`config.mk`:
```
export PLATFORM = sky130hd
export DESIGN_NAME = pscl_loader
export DESIGN_NICKNAME = d
export VERILOG_FILES = /design/src/pscl_pkg.sv /design/src/pscl_loader.sv
export SDC_FILE = /design/constraint.sdc
export NUM_CORES = 1
export LEC_CHECK = 0
export BUFFER_PORTS_ARGS = -buffer_cell sky130_fd_sc_hd__buf_2
export CORE_MARGIN = 1
export CORE_UTILIZATION = 45
export CTS_BUF_LIST = sky130_fd_sc_hd__clkbuf_16
export DETAILED_ROUTE_END_ITERATION = 10
export PLACE_DENSITY = 0.62
export SYNTH_ARGS = -nofsm -noshare
export SYNTH_HDL_FRONTEND = slang
export SYNTH_SLANG_ARGS = --single-unit
export TNS_END_PERCENT = 50
```
`constraint.sdc`:
```
create_clock -name REF_CLK_I -period 3.1 [get_ports REF_CLK_I]
set_input_delay 0.155 -clock REF_CLK_I [delete_from_list [all_inputs] [get_ports REF_CLK_I]]
set_output_delay 0.155 -clock REF_CLK_I [all_outputs]
set_load 0.1 [all_outputs]
```
`src/pscl_pkg.sv`:
```
// Package of constants and types for the passive serial configuration loader.
package pscl_pkg;

    // ==========================================================
    // Timing
    // ==========================================================
    // Clock period of the reference clock in picoseconds.
    localparam int unsigned CLK_PERIOD_PS = 4000;
    // Power-on reset time in milliseconds.
    localparam int unsigned POR_TIME_MS = 100;
    // Power-on reset time in reference clock cycles.
    localparam int unsigned POR_CYCLES = 32'((POR_TIME_MS * 64'd1000000000) / CLK_PERIOD_PS);
    // Initialization clock cycles after completion before user mode.
    localparam int unsigned INIT_CYCLES = 299;

    // ==========================================================
    // Image and counters
    // ==========================================================
    // Width of the bit counter for the configuration image.
    localparam int unsigned BIT_CNT_W = 32;
    // Width of the general purpose cycle counter.
    localparam int unsigned CYC_CNT_W = 32;
    // Width of the checksum accumulator.
    localparam int unsigned SUM_W = 16;
    // Synchroniser reset pattern, bit order req,clk,data,stat,done,ce: request, serial clock
    // and data at their parked high level, status and completion low as held in reset.
    localparam logic [5:0] SYNC_RESET = 6'h38;

    // ==========================================================
    // Types
    // ==========================================================
    // Stages of the loader.
    typedef enum logic [2:0] {
        ST_POR,
        ST_RESET,
        ST_WAIT_STATUS,
        ST_CONFIG,
        ST_ERROR,
        ST_INIT,
        ST_USER
    } pscl_state_e;

endpackage : pscl_pkg

```
`src/pscl_loader.sv`:
```
// Device-side passive serial configuration loader top module.
`timescale 1ns/100ps
`default_nettype none

module pscl_loader #(
    // Power-on reset length in reference clock cycles.
    parameter int unsigned POR_CYCLES = pscl_pkg::POR_CYCLES,
    // Number of image bits, the last SUM_W of them carry the checksum.
    parameter int unsigned IMAGE_BITS = 64
) (
    // Clock and reset.
    input wire logic REF_CLK_I,
    input wire logic RST_N_I,
    // Configuration request from the host.
    input wire logic CONFIG_REQUEST_N_I,
    // Serial clock and data from the host.
    input wire logic CONFIG_SERIAL_CLOCK_I,
    input wire logic SERIAL_CONFIG_DATA_I,
    // Open-drain status line.
    input wire logic CONFIG_STATUS_N_I,
    output logic CONFIG_STATUS_N_O,
    output logic CONFIG_STATUS_N_OE_O,
    // Open-drain completion line.
    input wire logic LOAD_COMPLETE_I,
    output logic LOAD_COMPLETE_O,
    output logic LOAD_COMPLETE_OE_O,
    // Chain enable in and out.
    input wire logic CHAIN_ENABLE_IN_N_I,
    output logic CHAIN_ENABLE_OUT_N_O,
    // User mode flag; user I/O stay high impedance while low.
    output logic USER_MODE_O,
    output logic USER_IO_HIZ_O,
    // Error flag, set while a checksum failure is held on status.
    output logic CONFIG_ERROR_O
);

    // ==========================================================
    // Input synchronisers
    // ==========================================================
    // Two stage synchronisers for all pins; bit order req,clk,data,stat,done,ce.
    logic [5:0] sync1_r;
    logic [5:0] sync2_r;
    logic [5:0] sync1_nxt;
    // Previous synchronised serial clock for edge detection.
    logic sclk_d_r;

    always_comb begin
        sync1_nxt = {CONFIG_REQUEST_N_I, CONFIG_SERIAL_CLOCK_I, SERIAL_CONFIG_DATA_I,
                     CONFIG_STATUS_N_I, LOAD_COMPLETE_I, CHAIN_ENABLE_IN_N_I};
    end

    // Registers the synchronisers; reset loads the idle levels so no false clock edge follows.
    always_ff @(posedge REF_CLK_I or negedge RST_N_I) begin
        if (!RST_N_I) begin
            sync1_r <= pscl_pkg::SYNC_RESET;
            sync2_r <= pscl_pkg::SYNC_RESET;
            sclk_d_r <= pscl_pkg::SYNC_RESET[4];
        end else begin
            sync1_r <= sync1_nxt;
            sync2_r <= sync1_r;
            sclk_d_r <= sync2_r[4];
        end
    end

    // Synchronised levels.
    logic req_n_s, sclk_s, data_s, stat_n_s, done_s, ce_n_s;
    assign {req_n_s, sclk_s, data_s, stat_n_s, done_s, ce_n_s} = sync2_r;
    // Rising edge of the serial clock.
    logic sclk_rise;
    assign sclk_rise = sclk_s & ~sclk_d_r;

    // ==========================================================
    // Stage machine
    // ==========================================================
    pscl_pkg::pscl_state_e state_r, state_nxt;
    logic [pscl_pkg::CYC_CNT_W-1:0] cyc_r, cyc_nxt;     // Power-on and init counter.
    logic [pscl_pkg::BIT_CNT_W-1:0] bits_r, bits_nxt;   // Bits received.
    logic [pscl_pkg::SUM_W-1:0] sum_r, sum_nxt;         // Running checksum of payload.
    logic [pscl_pkg::SUM_W-1:0] rx_r, rx_nxt;           // Received checksum field.
    logic stat_drive_r, stat_drive_nxt;                 // Pulling status low.
    logic done_rel_r, done_rel_nxt;                     // Completion released.

    // Computes the next stage and counters.
    always_comb begin
        state_nxt = state_r;
        cyc_nxt = cyc_r;
        bits_nxt = bits_r;
        sum_nxt = sum_r;
        rx_nxt = rx_r;
        stat_drive_nxt = stat_drive_r;
        done_rel_nxt = done_rel_r;
        case (state_r)
            // Hold status low for the power-on time.
            pscl_pkg::ST_POR: begin
                stat_drive_nxt = 1'b1;
                cyc_nxt = cyc_r + 1'b1;
                if (cyc_r >= POR_CYCLES - 1) begin
                    stat_drive_nxt = 1'b0;
                    state_nxt = pscl_pkg::ST_RESET;
                end
            end
            // Reset stage: hold status low while the request is low, then wait for it to rise.
            pscl_pkg::ST_RESET: begin
                bits_nxt = '0;
                sum_nxt = '0;
                rx_nxt = '0;
                done_rel_nxt = 1'b0;
                stat_drive_nxt = ~req_n_s;
                if (req_n_s) begin
                    state_nxt = pscl_pkg::ST_WAIT_STATUS;
                end
            end
            // Status released; wait for the line to rise.
            pscl_pkg::ST_WAIT_STATUS: begin
                if (!req_n_s) begin
                    state_nxt = pscl_pkg::ST_RESET;
                end else if (stat_n_s) begin
                    state_nxt = pscl_pkg::ST_CONFIG;
                end
            end
            // Take one bit per rising serial clock edge.
            pscl_pkg::ST_CONFIG: begin
                if (!req_n_s || !stat_n_s) begin
                    state_nxt = pscl_pkg::ST_RESET;
                end else if (sclk_rise && !ce_n_s) begin
                    bits_nxt = bits_r + 1'b1;
                    if (bits_r < IMAGE_BITS - pscl_pkg::SUM_W) begin
                        sum_nxt = {sum_r[pscl_pkg::SUM_W-2:0], sum_r[pscl_pkg::SUM_W-1] ^ data_s};
                    end else begin
                        rx_nxt = {rx_r[pscl_pkg::SUM_W-2:0], data_s};
                    end
                    if (bits_r == IMAGE_BITS - 1) begin
                        if ({rx_r[pscl_pkg::SUM_W-2:0], data_s} == sum_r) begin
                            done_rel_nxt = 1'b1;
                            cyc_nxt = '0;
                            state_nxt = pscl_pkg::ST_INIT;
                        end else begin
                            stat_drive_nxt = 1'b1;
                            state_nxt = pscl_pkg::ST_ERROR;
                        end
                    end
                end
            end
            // Error: hold status low until the host pulls the request low.
            pscl_pkg::ST_ERROR: begin
                if (!req_n_s) begin
                    // Status stays low; the reset stage keeps it so without a glitch.
                    state_nxt = pscl_pkg::ST_RESET;
                end
            end
            // Initialization on the internal clock once the shared line is high.
            pscl_pkg::ST_INIT: begin
                if (!req_n_s || !stat_n_s) begin
                    state_nxt = pscl_pkg::ST_RESET;
                end else if (done_s) begin
                    cyc_nxt = cyc_r + 1'b1;
                    if (cyc_r >= pscl_pkg::INIT_CYCLES - 1) begin
                        state_nxt = pscl_pkg::ST_USER;
                    end
                end
            end
            // User mode until a new request.
            pscl_pkg::ST_USER: begin
                if (!req_n_s) begin
                    state_nxt = pscl_pkg::ST_RESET;
                end
            end
            default: begin
                state_nxt = pscl_pkg::ST_RESET;
            end
        endcase
    end

    // Registers the stage machine.
    always_ff @(posedge REF_CLK_I or negedge RST_N_I) begin
        if (!RST_N_I) begin
            state_r <= pscl_pkg::ST_POR;
            cyc_r <= '0;
            bits_r <= '0;
            sum_r <= '0;
            rx_r <= '0;
            stat_drive_r <= 1'b1;
            done_rel_r <= 1'b0;
        end else begin
            state_r <= state_nxt;
            cyc_r <= cyc_nxt;
            bits_r <= bits_nxt;
            sum_r <= sum_nxt;
            rx_r <= rx_nxt;
            stat_drive_r <= stat_drive_nxt;
            done_rel_r <= done_rel_nxt;
        end
    end

    // ==========================================================
    // Outputs
    // ==========================================================
    // Open-drain lines drive only low.
    assign CONFIG_STATUS_N_O = 1'b0;
    assign CONFIG_STATUS_N_OE_O = stat_drive_r;
    assign LOAD_COMPLETE_O = 1'b0;
    assign LOAD_COMPLETE_OE_O = ~done_rel_r;
    // Chain passes enable on once this device completed.
    assign CHAIN_ENABLE_OUT_N_O = ~done_rel_r;
    assign USER_MODE_O = (state_r == pscl_pkg::ST_USER);
    assign USER_IO_HIZ_O = ~USER_MODE_O;
    assign CONFIG_ERROR_O = (state_r == pscl_pkg::ST_ERROR);

    // ==========================================================
    // Assertions
    // ==========================================================
    a_por_status_low: assert property (
        @(posedge REF_CLK_I) disable iff (!RST_N_I)
        (state_r == pscl_pkg::ST_POR) |-> CONFIG_STATUS_N_OE_O)
        else $error("Status not held low during power-on reset.");
    a_hiz_before_user: assert property (
        @(posedge REF_CLK_I) disable iff (!RST_N_I)
        $rose(USER_MODE_O) |-> ($past(state_r) == pscl_pkg::ST_INIT && !USER_IO_HIZ_O))
        else $error("User I/O released outside the end of initialization.");
    a_status_in_reset: assert property (
        @(posedge REF_CLK_I) disable iff (!RST_N_I)
        (state_r == pscl_pkg::ST_RESET && !req_n_s) |=> CONFIG_STATUS_N_OE_O)
        else $error("Status not held low while the request is low.");
    a_reset_on_req: assert property (
        @(posedge REF_CLK_I) disable iff (!RST_N_I)
        (!req_n_s && state_r inside {pscl_pkg::ST_CONFIG, pscl_pkg::ST_WAIT_STATUS})
        |=> (state_r == pscl_pkg::ST_RESET))
        else $error("Low request did not force reset stage.");
    a_req_leaves_reset: assert property (
        @(posedge REF_CLK_I) disable iff (!RST_N_I)
        (state_r == pscl_pkg::ST_RESET && req_n_s)
        |=> (state_r == pscl_pkg::ST_WAIT_STATUS && !CONFIG_STATUS_N_OE_O))
        else $error("Request high did not start configuration.");
    a_no_bits_early: assert property (
        @(posedge REF_CLK_I) disable iff (!RST_N_I)
        (state_r == pscl_pkg::ST_WAIT_STATUS) |=> $stable(bits_r))
        else $error("Bit taken before status rose.");
    a_shared_stop: assert property (
        @(posedge REF_CLK_I) disable iff (!RST_N_I)
        (state_r == pscl_pkg::ST_CONFIG && !stat_n_s) |=> (state_r == pscl_pkg::ST_RESET))
        else $error("Shared status low did not stop configuration.");
    a_bit_on_edge: assert property (
        @(posedge REF_CLK_I) disable iff (!RST_N_I)
        (state_r == pscl_pkg::ST_CONFIG && req_n_s && stat_n_s && sclk_rise && !ce_n_s)
        |=> (bits_r == $past(bits_r) + 1'b1))
        else $error("Serial clock edge did not take a bit.");
    a_done_held_low: assert property (
        @(posedge REF_CLK_I) disable iff (!RST_N_I)
        (state_r inside {pscl_pkg::ST_CONFIG, pscl_pkg::ST_ERROR}) |-> LOAD_COMPLETE_OE_O)
        else $error("Completion released before clean image.");
    a_init_to_user: assert property (
        @(posedge REF_CLK_I) disable iff (!RST_N_I)
        (state_r == pscl_pkg::ST_INIT && done_s && req_n_s && stat_n_s
         && cyc_r == pscl_pkg::INIT_CYCLES - 1) |=> USER_MODE_O)
        else $error("User mode not entered after init count.");

endmodule : pscl_loader

`default_nettype wire

```
# Yosys cells after proc, flatten, opt, wreduce, memory -nomap -nowiden
# Cells that the tools add are included.
# totals
wordCells,105
rom_bits,0
ff_bits,113
latch_bits,0
mem_count,0
in_bits,8
output_inout_bits,8
ramBits,0
# classes
muxes,42
bitwise_logic,6
eq_ne,25
reduce_logical,17
multipliers,0
n_addsub,2
n_lt_le_gt_ge,3
n_div,0
n_shift,0
# ops
op,n
2-to-1 mux 32 bit,8
case mux 32 bit (3 select lines),1
adder 32 x 1 -> 32 bit (second input constant),2
case mux 32 bit (2 select lines),1
2-to-1 mux 16 bit,3
2-to-1 mux 15 bit,3
2-to-1 mux 3 bit,11
equality test 32 x 6 -> 1 bit (second input constant),1
>= comparator 32 x 25 -> 1 bit (second input constant),1
>= comparator 32 x 9 -> 1 bit (second input constant),1
< comparator 32 x 6 -> 1 bit (second input constant),1
case mux 16 bit (2 select lines),1
case mux 15 bit (2 select lines),1
inequality test 2 bit (second input constant),12
case mux 3 bit (6 select lines),1
equality test 16 bit,1
inequality test 3 bit (second input constant),5
2-to-1 mux 1 bit,10
AND reduction 5 bit,2
equality test 3 bit (second input constant),3
AND reduction 4 bit,2
AND reduction 8 bit,1
AND reduction 7 bit,1
equality test 3 x 2 -> 1 bit (second input constant),2
other kinds (14),20

# Depth between registers and ports, before layout
# depth
word_depth,6
ltp_mapped,8
ltp_nobuf,8

# Worst setup path before layout
# No wires, ideal clock.
# synth_path
kind,register -> output
start,reg state_r[1]
end,out USER_MODE_O
slack_ns,0.657
stages_incl_launch_ff,5
t_required_ns,2.945
path_buffers,2
arrival_ns,2.288
path_cell_list,dfrtp_1 clkbuf_1 clkbuf_1 nand2_1 inv_1
# synth_between
elab_chain_cells,1
# synth_rtl
element,line_no,rtl
start: declaration,pscl_loader.sv:75,"pscl_pkg::pscl_state_e state_r, state_nxt;"
start signal: assignment,pscl_loader.sv:177,state_r <= pscl_pkg::ST_POR;
start signal: assignment,pscl_loader.sv:185,state_r <= state_nxt;
equality test 3 bit,pscl_loader.sv:205,assign USER_MODE_O = (state_r == pscl_pkg::ST_USER);
end: declaration,pscl_loader.sv:31,"output logic USER_MODE_O,"
# Every way passes these cells.

# Worst setup path after layout
# layout_path
start,reg state_r[1]
end,reg sum_r[0] in the netlist's numbering
# layout_between
elab_chain_cells,3
elab_cells_between_ends,8
cone_classes,eq/ne: 5; mux: 1; reduce/logical: 2
# layout_rtl
element,line_no,rtl
equality test 3 x 2 -> 1 bit or equality test 3 x 1 -> 1 bit (tied branches),pscl_loader.sv:92,case (state_r)
inequality test 2 bit (no source line) or nonzero test 2 bit (tied branches),n/a,
AND reduction 4 bit (no source line),n/a,
end signal: assignment,pscl_loader.sv:188,sum_r <= sum_nxt;
end: declaration,pscl_loader.sv:78,"logic [pscl_pkg::SUM_W-1:0] sum_r, sum_nxt;"
# Parallel ways exist; a longest one is shown, timed or not.
# A chain may end at the register's enable or synchronous reset.

==> run metrics <==
RSZ-0062 raised after global routing false; Main synth FF type dfrtp_1; min cycle time layout 2.47 ns; setup bufs post-CTS 0; leading cell types in the layout, fill and taps excluded dfrtp_1, nand2_1, nor2_1; vias in the first global route 4399; Switching Fraction a little over a fifth; reg-to-reg critical path startpoint state_r[1]; Unique masters post-synth 55; Die W 115 um; fraction of layout cells with a size suffix above 1 11.7%; Worst Tran Pin Value 0.759 ns; die height roughly 110 um; XOR/XNOR share of the synthesized area 7.20%; clock sinks 113; gr usage total 21.1%; Die ar. 13200 sq um; First DRT Iteration DRCs 271; endpoints failing hold 0; Pins Over Slew Limit 0; port bufs 13; number of max-cap violations 0; RePlAce Congestion roughly 0.79; Reg clk slew, reported paths 0.05 ns; register area share after synthesis approximately half; largest net degree at the start of global routing 69; Final ANT Viol Nets 0; # setup viols final 0; CP Launch Type register; M1 WL 6190 um; worst setup path class reg2reg; Setup crit end kind register; Logic pwr share 1.7%; Synth Area in Compound Gates 13.4%; metal2 WL 5710 um; Mapped Cells 636; Int Power 2.84 mW; setup TNS 0 ns; mux share of post-synthesis cell area less than 1%; worst skew pair latency between 0.4 and 0.5 ns; GR Overflow Total 0; status completed; Clk pwr share 56.7%; CP Data Arrival Time 2.78 ns; Avg WL per Cell between 15 and 20 um; met3 WL post-DR 542 um; Hold Crit Class in2async; PD cells 541 nW/um^2; CTS root buffer clkbuf_16; NumNets Final 662; DPL Wire Length 7990 um; CP Max Fanout 36; P_sw 755 uW; fin util 54.4%; relative slew slack 49.0%; CTS tree built; CTS Buffer Depth 2; PnR worst setup slack 0.629 ns; Critical Path Source state_r[1]; Ys Warns 0; Post-Synth Adder-Cell Area less than 1%; Syn Std Cell Area 5720 sq um; register bit total from synthesis ~110; Row Count 40; Seq pwr share between 40% and 50%; Pre-Repair DR Iteration Count 5; Total Routed Length between 10000 and 15000 um; initial antenna violation count 0; fillers 1130; fin crit share roughly four fifths; largest family of logic cells by synthesized area simple AND/OR/NAND/NOR gates; Starting Density 46.8%; Max Clk Rate between 0.4 and 0.5 GHz; Post-Synth Simple-Gate Area 24.7%; ANT cells 0; Core Area 12200 sq um; total vias in the final route 4578; Clock Skews 0.0110 ns; Worst IR Drop VDD between 500 and 600 uV; Post-synth EDFFs 0; H-tree depth 4; CTS buffer count 17; Static Leak ~2.9 nW; I/O pin cnt 16; P&R area growth vs syn 16.3%; Post-synth ARST share 100%; post-CTS resize count 0; Syn Area/Cell between 8 and 9 sq um; worst slack, placed 0.678 ns; DRC viols 0; critical path required time 3.41 ns; global-route wire length before repair around 22000 um; routed vias/inst ~5.5; commonest non-fill, non-tap cell in the layout dfrtp_1; Top Layer Used met4
==> power by group through the flow <==
stage	logic [mW]	registers (mW)	clock network, mW
global route	0.0695	1.50	2.14
floorplan	0.0206	1.52	0
CTS	0.0639	1.50	2.07
detailed placement	0.0570	1.52	0
finish	0.0612	1.50	2.04
global placement	0.0559	1.52	0
==> path summary, 6_finish.rpt <==
| path | depth (start not counted) | end | slack (ns) |
|---|---|---|---|
| worst max-delay path | 6 | sum_r[0] | 0.63 |
| worst min-delay path | 2 | bits_r[24] | 0.29 |
| worst max register to register | 6 | sum_r[0] | 0.63 |
| worst min register to register | 0 | sync2_r[1] | 0.35 |
| max in group asynchronous | 3 | sync2_r[3] | 2.02 |
| min in group REF_CLK_I | 0 | sync2_r[1] | 0.35 |
==> synth_stat cells (all sizes together) (2+ instances only) <==
master	instances	area share, %
a31oi	39	4.3
ha	3	0.66
o21ai	56	4.9
a41oi	2	0.31
a31o	3	0.46
xnor2	18	2.8
a21oi	11	0.96
o31ai	4	0.53
nor3b	2	0.46
nor2	67	4.4
xor2	29	4.4
and2	4	0.44
dfrtp	105	46
or3	3	0.33
nand3	28	2.5
nor2b	4	0.44
buf	6	0.66
clkbuf	30	2.0
a2bb2oi	2	0.31
nand4	22	2.4
and3	12	1.3
nor4b	2	0.31
nor3	17	1.5
nor4	15	2.1
and4	6	0.94
nand2b	2	0.35
dfstp	8	3.7
mux2	2	0.46
o211ai	2	0.35
nand2	103	6.8
inv	14	0.92
==> sequential cells by signal (all words and copies together) (netlist names) <==
| signal | cells |
|---|---|
| sclk_d_r | 1 |
| state_r | 3 |
| done_rel_r | 1 |
| rx_r | 15 |
| CONFIG_STATUS_N_OE_O | 1 |
| bits_r | 32 |
| sync2_r | 6 |
| cyc_r | 32 |
| sum_r | 16 |
| sync1_r | 6 |
==> metrics by stage <==
stage / total power, mW / hold slack, ns / instance area, sq um / cells
after global placement: 1.58 / 0.204 / 5960 / 793
after global routing: 3.71 / 0.354 / 6650 / 832
after floorplan: 1.54 / -0.141 / 5720 / 637
after CTS: 3.63 / 0.315 / 6650 / 832
final: 3.60 / 0.294 / 6650 / 832
after detailed placement: 1.58 / 0.209 / 5960 / 793
==> area by class of cell <==
cell class | instances | area (sq um) | area share [%]
inverters | 14 | 52.6 | 0.791
clock buffers | 17 | 425 | 6.40
flip-flops and latches | 113 | 2840 | 42.7
clock inverters | 15 | 193 | 2.90
well taps | 168 | 210 | 3.16
multi-input cells | 474 | 2700 | 40.6
repair buffers | 31 | 233 | 3.50
==> repair_timing <==
action                     CTS  global route
hold endpoints to repair    44             0
setup endpoints to repair    0             0
hold buffers                 7             0
==> critical path, stage by stage (launching register included) <==
cell     delay [ns]
dfrtp_1        0.66
inv_1          0.25
nor2_2         0.30
buf_4          0.42
a41oi_2        0.19
buf_4          0.26
o31ai_1        0.28
==> cells by family (layout without fill, tap and decap cells) <==
family                   after synthesis  count (layout)
AO/OA/AOI/OAI                        128             128
multiplexers                           3               3
adder cells (fa/ha/maj)                4               4
other                                  1               2
AND/OR/NAND/NOR                      290             290
XOR/XNOR                              47              47
buffers and inverters                 50              77
flip-flops                           113             113
==> layer usage <==
layer,GRT usage (%),vias up
met4,5.89,0
met5,0,-
li1,-,2277
met2,31.6,93
met1,29.9,2196
met3,5.98,12
Power figures use the tool's default switching activity.
